[config.mk]
export PLATFORM = sky130hd
export DESIGN_NAME = oopa_top
export DESIGN_NICKNAME = d
export VERILOG_FILES = /design/src/rtl/oopa_pkg.sv /design/src/rtl/oopa_top.sv
export VERILOG_INCLUDE_DIRS = /design/src /design/src/rtl
export SDC_FILE = /design/constraint.sdc
export NUM_CORES = 2
export LEC_CHECK = 0
export BUFFER_PORTS_ARGS = -buffer_cell sky130_fd_sc_hd__buf_4
export CAP_MARGIN = 20
export CORE_UTILIZATION = 53
export CTS_CLUSTER_SIZE = 40
export DETAILED_ROUTE_END_ITERATION = 8
export GPL_TIMING_DRIVEN = 0
export PLACE_DENSITY_LB_ADDON = 0.08
export SYNTH_ARGS = -nofsm -noshare
export SYNTH_HDL_FRONTEND = slang
export SYNTH_SLANG_ARGS = --single-unit
[constraint.sdc]
create_clock -name ref_clk -period 3.05 [get_ports ref_clk]
set_input_delay 0.4575 -clock ref_clk [delete_from_list [all_inputs] [get_ports ref_clk]]
set_output_delay 0.4575 -clock ref_clk [all_outputs]
set_load 0.02 [all_outputs]
[src/rtl/oopa_defs.svh]
// Functional notes
// - Protection channel is row 4, columns 5 to 8, every frame, both signal kinds.
// - Protection channel bytes are time-shared among up to eight nested levels.
// - Single-slice mode: multiframe bits 6-8 pick path, tandem 1-6 or server level.
// - One protection channel instance only; multi-slice carries it in slice 1 only.
// - Multi-slice protection bytes pass through untouched as a coordination channel.
// - Experimental bytes sit at row 2 columns 4, 14 and row 3 columns 13, 14.
// - One experimental set in single-slice mode, one per slice in multi-slice mode.
// - Experimental bytes may be overwritten at a domain boundary.
// - Zero row 2 columns 1-2, row 4 columns 9-14 and row 2 column 3 bit 8.
// - Slice 1 as above; later slices zero row 2 col 1-3, row 4 col 5-14.
// - One identifier byte per frame at row 4, column 15.
// - Identifier byte i is the one seen when the multiframe counter equals i.
// - Identifier byte 0 is the payload kind; experimental and proprietary kinds flagged.
// - One identifier sequence per slice, each stored independently.
// - Payload kind code points such as asynchronous and framing-procedure mappings decoded.
`ifndef OOPA_DEFS_SVH
`define OOPA_DEFS_SVH
`define OOPA_ROW_APS        3'h4
`define OOPA_COL_APS_FIRST  4'h5
`define OOPA_COL_APS_LAST   4'h8
`define OOPA_ROW_EXP_A      3'h2
`define OOPA_COL_EXP_A0     4'h4
`define OOPA_COL_EXP_A1     4'hE
`define OOPA_ROW_EXP_B      3'h3
`define OOPA_COL_EXP_B0     4'hD
`define OOPA_COL_EXP_B1     4'hE
`define OOPA_ROW_RES_A      3'h2
`define OOPA_COL_RES_A_LAST 4'h2
`define OOPA_COL_RES_BIT    4'h3
`define OOPA_RES_BIT_MASK   8'hFE
`define OOPA_ROW_RES_B      3'h4
`define OOPA_COL_RES_B_LO   4'h9
`define OOPA_COL_RES_B_HI   4'hE
`define OOPA_ROW_PSI        3'h4
`define OOPA_COL_PSI        4'hF
`define OOPA_FIRST_SLICE    8'h01
`define OOPA_PK_EXPERIMENT  8'h01
`define OOPA_PK_ASYNC_CBR   8'h02
`define OOPA_PK_GFP         8'h05
`define OOPA_PK_PROP_LO     8'h80
`define OOPA_PK_PROP_HI     8'h8F
`define OOPA_LEVEL_PATH     3'h0
`define OOPA_LEVEL_SERVER   3'h7
`endif

[src/rtl/oopa_pkg.sv]
package oopa_pkg;
    // One overhead byte on the stream with its frame position.
    typedef struct packed {
        logic       valid;
        logic [2:0] row;
        logic [3:0] col;
        logic [7:0] slice;
        logic [7:0] multiframe_counter_byte;
        logic [7:0] data;
    } oopa_beat_t;

    typedef struct packed {
        logic       experimental;
        logic       proprietary;
        logic       async_cbr;
        logic       gfp;
    } oopa_kind_flags_t;
endpackage : oopa_pkg

[src/rtl/oopa_top.sv]
`timescale 1ns/10ps
`default_nettype none
`include "oopa_defs.svh"
module oopa_top #(
    parameter int MAX_SLICES = 1
) (
    input  wire logic                     ref_clk,
    input  wire logic                     rst_n,
    input  wire logic                     multi_slice,
    input  wire oopa_pkg::oopa_beat_t     rx_beat,
    input  wire oopa_pkg::oopa_beat_t     tx_in,
    input  wire logic                     aps_ins_en,
    input  wire logic [31:0]              aps_ins_data,
    input  wire logic                     exp_clear_en,
    input  wire logic                     psi_ins_en,
    input  wire logic [7:0]               psi_ins_byte,
    input  wire logic [7:0]               psi_rd_slice,
    input  wire logic [7:0]               psi_rd_index,
    output oopa_pkg::oopa_beat_t          tx_out,
    output logic [7:0][31:0]              aps_level,
    output logic                          aps_update,
    output logic [2:0]                    aps_update_level,
    output logic [7:0]                    psi_rd_data,
    output logic [7:0]                    payload_kind,
    output oopa_pkg::oopa_kind_flags_t    kind_flags,
    output logic [7:0]                    exp_byte,
    output logic                          exp_update
);

    // ------------------------------------------------------------------
    // Position decode
    // ------------------------------------------------------------------
    // Single-slice signals have no slice numbering, so they count as slice 1.
    logic rx_first;
    logic tx_first;
    assign rx_first = !multi_slice || (rx_beat.slice == `OOPA_FIRST_SLICE);
    assign tx_first = !multi_slice || (tx_in.slice == `OOPA_FIRST_SLICE);

    logic rx_in_aps;
    logic tx_in_aps;
    assign rx_in_aps = rx_beat.valid && rx_first && (rx_beat.row == `OOPA_ROW_APS) &&
                       (rx_beat.col >= `OOPA_COL_APS_FIRST) && (rx_beat.col <= `OOPA_COL_APS_LAST);
    assign tx_in_aps = tx_first && (tx_in.row == `OOPA_ROW_APS) &&
                       (tx_in.col >= `OOPA_COL_APS_FIRST) && (tx_in.col <= `OOPA_COL_APS_LAST);

    // Every slice carries an experimental set; all slices capture into the one shared exp_byte.
    function automatic logic oopa_is_exp(input logic [2:0] row, input logic [3:0] col);
        oopa_is_exp = ((row == `OOPA_ROW_EXP_A) && ((col == `OOPA_COL_EXP_A0) || (col == `OOPA_COL_EXP_A1))) ||
                      ((row == `OOPA_ROW_EXP_B) && ((col == `OOPA_COL_EXP_B0) || (col == `OOPA_COL_EXP_B1)));
    endfunction : oopa_is_exp

    logic rx_in_exp;
    logic tx_in_exp;
    assign rx_in_exp = rx_beat.valid && oopa_is_exp(rx_beat.row, rx_beat.col);
    assign tx_in_exp = oopa_is_exp(tx_in.row, tx_in.col);

    logic rx_in_psi;
    logic tx_in_psi;
    assign rx_in_psi = rx_beat.valid && (rx_beat.row == `OOPA_ROW_PSI) && (rx_beat.col == `OOPA_COL_PSI);
    assign tx_in_psi = (tx_in.row == `OOPA_ROW_PSI) && (tx_in.col == `OOPA_COL_PSI);

    // Reserved overhead in the transmit stream.
    logic tx_res_full;
    logic tx_res_bit;
    always_comb begin
        tx_res_full = 1'b0;
        tx_res_bit  = 1'b0;
        if (tx_in.row == `OOPA_ROW_RES_A) begin
            if (tx_in.col != 4'h0 && tx_in.col <= `OOPA_COL_RES_A_LAST) begin
                tx_res_full = 1'b1;
            end
            if (tx_in.col == `OOPA_COL_RES_BIT) begin
                if (tx_first) begin
                    tx_res_bit = 1'b1;
                end else begin
                    tx_res_full = 1'b1;
                end
            end
        end
        if (tx_in.row == `OOPA_ROW_RES_B) begin
            if (tx_in.col >= `OOPA_COL_RES_B_LO && tx_in.col <= `OOPA_COL_RES_B_HI) begin
                tx_res_full = 1'b1;
            end
            if (!tx_first && tx_in.col >= `OOPA_COL_APS_FIRST && tx_in.col <= `OOPA_COL_APS_LAST) begin
                tx_res_full = 1'b1;
            end
        end
    end

    // ------------------------------------------------------------------
    // Transmit insertion
    // ------------------------------------------------------------------
    // Insertion adds one cycle of latency to every beat, overhead or not.
    oopa_pkg::oopa_beat_t next_tx_out;
    logic [1:0]           tx_aps_sel;
    assign tx_aps_sel = 2'(tx_in.col - `OOPA_COL_APS_FIRST);

    always_comb begin
        next_tx_out = tx_in;
        if (tx_in.valid) begin
            if (tx_res_full) begin
                next_tx_out.data = 8'h00;
            end else if (tx_res_bit) begin
                next_tx_out.data = tx_in.data & `OOPA_RES_BIT_MASK;
            end else if (tx_in_aps && aps_ins_en && !multi_slice) begin
                // The caller supplies the word for the level that owns this frame.
                next_tx_out.data = aps_ins_data[8'(31 - 8 * int'(tx_aps_sel)) -: 8];
            end else if (tx_in_exp && exp_clear_en) begin
                next_tx_out.data = 8'h00;
            end else if (tx_in_psi && psi_ins_en) begin
                next_tx_out.data = psi_ins_byte;
            end
        end
    end

    always_ff @(posedge ref_clk or negedge rst_n) begin
        if (!rst_n) begin
            tx_out <= '0;
        end else begin
            tx_out <= next_tx_out;
        end
    end

    // ------------------------------------------------------------------
    // Protection channel extraction
    // ------------------------------------------------------------------
    // In multi-slice mode the bytes are stored unchanged under the path level.
    logic [23:0]      aps_shift;
    logic [23:0]      next_aps_shift;
    logic [7:0][31:0] next_aps_level;
    logic             next_aps_update;
    logic [2:0]       next_aps_update_level;
    logic [2:0]       rx_level;

    assign rx_level = multi_slice ? `OOPA_LEVEL_PATH : rx_beat.multiframe_counter_byte[2:0];

    always_comb begin
        next_aps_shift        = aps_shift;
        next_aps_level        = aps_level;
        next_aps_update       = 1'b0;
        next_aps_update_level = aps_update_level;
        if (rx_in_aps) begin
            if (rx_beat.col == `OOPA_COL_APS_LAST) begin
                next_aps_level[rx_level] = {aps_shift, rx_beat.data};
                next_aps_update          = 1'b1;
                next_aps_update_level    = rx_level;
            end else begin
                next_aps_shift = {aps_shift[15:0], rx_beat.data};
            end
        end
    end

    always_ff @(posedge ref_clk or negedge rst_n) begin
        if (!rst_n) begin
            aps_shift        <= '0;
            aps_level        <= '0;
            aps_update       <= 1'b0;
            aps_update_level <= '0;
        end else begin
            aps_shift        <= next_aps_shift;
            aps_level        <= next_aps_level;
            aps_update       <= next_aps_update;
            aps_update_level <= next_aps_update_level;
        end
    end

    // ------------------------------------------------------------------
    // Experimental overhead capture
    // ------------------------------------------------------------------
    logic [7:0] next_exp_byte;
    logic       next_exp_update;

    always_comb begin
        next_exp_byte   = exp_byte;
        next_exp_update = 1'b0;
        if (rx_in_exp) begin
            next_exp_byte   = rx_beat.data;
            next_exp_update = 1'b1;
        end
    end

    always_ff @(posedge ref_clk or negedge rst_n) begin
        if (!rst_n) begin
            exp_byte   <= '0;
            exp_update <= 1'b0;
        end else begin
            exp_byte   <= next_exp_byte;
            exp_update <= next_exp_update;
        end
    end

    // ------------------------------------------------------------------
    // Payload structure identifier
    // ------------------------------------------------------------------
    // Slices beyond MAX_SLICES are dropped rather than aliased onto stored ones.
    localparam int PSI_DEPTH = MAX_SLICES * 256;
    localparam int PSI_AW    = $clog2(PSI_DEPTH);

    logic [7:0]        psi_mem [PSI_DEPTH];
    logic [PSI_AW-1:0] psi_wr_addr;
    logic [PSI_AW-1:0] psi_rd_addr;
    logic              psi_wr_ok;
    logic              psi_rd_ok;
    logic [7:0]        rx_slice_idx;
    logic [7:0]        rd_slice_idx;

    assign rx_slice_idx = multi_slice ? 8'(rx_beat.slice - `OOPA_FIRST_SLICE) : 8'h00;
    assign rd_slice_idx = 8'(psi_rd_slice - `OOPA_FIRST_SLICE);
    assign psi_wr_ok    = rx_in_psi && (rx_beat.slice >= `OOPA_FIRST_SLICE || !multi_slice) &&
                          (int'(rx_slice_idx) < MAX_SLICES);
    assign psi_rd_ok    = (psi_rd_slice >= `OOPA_FIRST_SLICE) && (int'(rd_slice_idx) < MAX_SLICES);
    assign psi_wr_addr  = PSI_AW'({rx_slice_idx, rx_beat.multiframe_counter_byte});
    assign psi_rd_addr  = PSI_AW'({rd_slice_idx, psi_rd_index});

    always_ff @(posedge ref_clk) begin
        if (psi_wr_ok) begin
            psi_mem[psi_wr_addr] <= rx_beat.data;
        end
    end

    logic [7:0]                 next_psi_rd_data;
    logic [7:0]                 next_payload_kind;
    oopa_pkg::oopa_kind_flags_t next_kind_flags;

    always_comb begin
        next_psi_rd_data  = psi_rd_ok ? psi_mem[psi_rd_addr] : 8'h00;
        next_payload_kind = payload_kind;
        if (rx_in_psi && rx_first && rx_beat.multiframe_counter_byte == 8'h00) begin
            next_payload_kind = rx_beat.data;
        end
        next_kind_flags.experimental = (next_payload_kind == `OOPA_PK_EXPERIMENT);
        next_kind_flags.proprietary  = (next_payload_kind >= `OOPA_PK_PROP_LO) &&
                                       (next_payload_kind <= `OOPA_PK_PROP_HI);
        next_kind_flags.async_cbr    = (next_payload_kind == `OOPA_PK_ASYNC_CBR);
        next_kind_flags.gfp          = (next_payload_kind == `OOPA_PK_GFP);
    end

    always_ff @(posedge ref_clk or negedge rst_n) begin
        if (!rst_n) begin
            psi_rd_data  <= '0;
            payload_kind <= '0;
            kind_flags   <= '0;
        end else begin
            psi_rd_data  <= next_psi_rd_data;
            payload_kind <= next_payload_kind;
            kind_flags   <= next_kind_flags;
        end
    end

endmodule : oopa_top
`default_nettype wire

==> flow_summary.json <==
{
  "hold_violations": 0,
  "timing.final.crit_share_pct": 116,
  "cts_buffer_depth": 3,
  "grt.total_usage_pct": 45.3,
  "cts_tree": "yes",
  "clkLatencyLatePin_ns": 0.90,
  "die_h_microns": 424,
  "yosys_warnings": 0,
  "stdcell_count": 8380,
  "slowest_stage": "a222oi_1",
  "critPathKind": "in -> reg",
  "clk_pin_slew_worst_paths_ns": 0.06,
  "clock-sinks": 2393,
  "setup_tns_ns": -24.30,
  "post-route-min-period_ns": 3.54,
  "die_w_microns": 424,
  "critPathRequiredTime_ns": 3.77,
  "rsz0062_at_grt": "yes",
  "routabilityCongestion": 1.04,
  "synth_edf_count": 2048,
  "tightest_slew_ns": 1.36,
  "firstDrtPassIters": 9,
  "async_flop_share_pct": 14.4,
  "ys.flop_type": "edfxtp_1",
  "skew_ns": 0.0200,
  "h-tree-depth": 4,
  "power_leakage_nw": 40.4,
  "row_count": 154,
  "place_inst": 7796,
  "drive_gt1_share_pct": 31.8,
  "io_buffers": 442,
  "rr_endpoint": "psi_rd_data[1]",
  "grt_max_degree": 152,
  "p_per_area_mw_per_mm2": 624,
  "drt-total-wl_mm": 407,
  "max-cap-violations": 0,
  "path_common_cell": "clkbuf_4",
  "vias": 59800,
  "whs_path_depth": 4,
  "die_area_sq_mm": 0.180,
  "post-dp-hpwl_mm": 262,
  "fin_hold_ws_ns": 0.0558,
  "syn_avg_cell_area_sq_um": 19.0,
  "wl_per_cell_microns": 48.6,
  "max_freq_ghz": 0.283,
  "antenna_found_initial": 31,
  "yosys.area.top_type": "edfxtp_1",
  "synth_area_leaders": "edfxtp_1 (65%), dfrtp_1 (9.2%), mux4_2 (7.1%)",
  "ys_seq_area_share_pct": 74.4,
  "violations": "setup timing",
  "synth.distinct_cells": 92,
  "cts_buffers": 236,
  "r2r-start": "psi_mem[214][1]",
  "drcViolationCount": 0,
  "ioPinCount": 447,
  "drtAntennaViolNets": 0,
  "grt_pass1_vias": 55400,
  "setup_viol": 287,
  "reg2reg_depth": 6,
  "clockRootBuffer": "clkbuf_16",
  "worstHoldPathType": "in -> reg",
  "grt_pass1_wl_mm": 526,
  "synthesis.area_sq_mm": 0.0943,
  "whs_endpoint": "exp_update",
  "synth-seq-cells": 2393,
  "critical_path.max_stage_delay_ns": 1.06,
  "status": "finished with violations",
  "start_util_pct": 53.5,
  "drt_iter0_drc": 11100,
  "ir_drop_uv": 572,
  "nets": 5952,
  "critPathMaxFanout": 10,
  "grt_overflow": 0,
  "min_from": "rx_beat[30]",
  "postSynthCellCount": 4951,
  "cp_cell_sequence": "buf_4, inv_1, buf_6, clkbuf_4, clkbuf_4, a21o_1, a222oi_1, o21ai_1, o21bai_4, o311ai_4",
  "coreArea_sq_mm": 0.176,
  "syn-num-nets": 5084,
  "areaGrowthSynthToFinish_pct": 19.5,
  "critPathCaptureType": "register",
  "cp_data_arrival_time_ns": 4.25,
  "final_max_slew_viol_count": 0,
  "r2r_slack_ns": -0.06,
  "synth_top_area_share_pct": 65.2,
  "setup_ws_ns": -0.487,
  "viasPerCell": 7.14,
  "slew_headroom_pct": 9.00,
  "startpoint_type": "input port"
}
-- timing repair --
| action | in CTS | in global routing |
|---|---|---|
| pin swaps | 14 | 15 |
| setup endpoints to repair | 1029 | 824 |
| endpoints found under the hold margin | 192 | 0 |
| buffers inserted | 53 | 34 |
| gates resized for setup | 414 | 114 |
| hold buffers | 41 | 0 |
-- flip-flops by register name, summed over array words and instances, names as in the netlist, 3 cells and up --
register          flops
aps_level           256
aps_shift            24
tx_out               32
exp_byte              8
kind_flags            4
aps_update_level      3
payload_kind          8
psi_rd_data           8
psi_mem            2048
-- critical path, delay by kind of cell --
family / cells / cell delay [ns]
buffers and inverters: 5 / 1.59
AO/OA/AOI/OAI: 5 / 2.16
-- cell type report --
type | instances | area [sq um]
plain buffers | 323 | 3400
clock buffers | 297 | 6270
fillers | 12500 | 63700
diodes | 23 | 57.6
repair buffers | 632 | 5830
multi-input cells | 2219 | 22800
inverters | 14 | 53.8
clock inverters | 139 | 1170
well taps | 2340 | 2930
flip-flops and latches | 2393 | 70100
-- routing by layer --
metal / track usage [%] / share of wire, % / vias to the layer above
li1: - / - / 21900
met1: 56.9 / 34 / 31000
met2: 63.0 / 42 / 5613
met3: 19.7 / 16 / 1326
met4: 31.7 / 8.5 / 24
met5: 0.645 / 0.067 / -
-- synth_stat cells, types with 12 or more instances --
master    number
a211oi_1      23
a21oi_1       74
a221o_1       41
a221oi_1     147
a22oi_1       34
buf_1         31
buf_2         45
buf_4         19
buf_6         55
clkbuf_1     147
dfrtp_1      345
edfxtp_1    2048
inv_1         12
mux2_1        32
mux2_2       276
mux2i_1      425
mux4_1        21
mux4_2       296
nand2_1       78
nand2b_1      25
nand3_1       34
nor2_1       321
nor2b_1       17
nor3_1        36
nor4_1        18
o21ai_0       94
o221ai_1      18
o22ai_1       21
o31ai_1       23
or2_2         14
-- power by group --
group	switching (mW)	internal [mW]	leakage (nW)
Clock	12.8	15.9	3.65
Sequential	0.0318	35.6	23.1
Combinational	4.21	1.70	13.6
Total	17.0	53.2	40.4
-- per-stage QoR --
step | power, mW | setup WS (ns) | util [%] | cell area (sq um)
finish | 70.3 | -0.487 | 63.9 | 113000
detailed placement | 41.4 | -3.61 | 57.8 | 102000
CTS | 69.6 | -0.148 | 63.4 | 112000
global route | 71.0 | -0.187 | 63.8 | 113000
global placement | 41.3 | -4.94 | 57.0 | 100000
floorplan | 38.2 | 0.270 | - | 94300
-- cell families after synthesis --
kind of cell | after synthesis | share of synthesized area, %
fa+ha+maj | 7 | 0.0929
mux | 1050 | 15.9
simple gates | 591 | 2.87
buf+inv | 339 | 2.27
xor+xnor | 1 | 0.00929
compound gates | 570 | 4.49
flops | 2393 | 74.4
-- cell usage in the layout (no fill, tap or decap), types with 46 or more instances in the layout --
master	instances
clkbuf_16	244
a221oi_1	141
buf_8	54
clkbuf_1	114
nor2_2	74
nand2_1	77
buf_4	516
o21ai_0	83
nor2_1	227
edfxtp_1	2048
clkbuf_2	46
mux2_2	276
mux4_2	296
dfrtp_1	345
clkinv_1	66
a21oi_1	70
mux2i_1	419
buf_12	58
buf_16	53
-- worst max-delay path by stage --
stage,from,to,slack [ns],depth (start not counted)
finish,psi_rd_index[3],psi_rd_data[1],-0.49,10
global route,rx_beat[29],psi_mem[226][3],-0.19,10
CTS,psi_rd_index[1],psi_rd_data[1],-0.15,11
detailed placement,psi_rd_index[1],psi_rd_data[1],-3.61,12
global placement,psi_rd_index[1],psi_rd_data[7],-4.94,11
floorplan,rx_beat[16],psi_mem[181][0],0.27,10
Power figures use the tool's default switching activity.
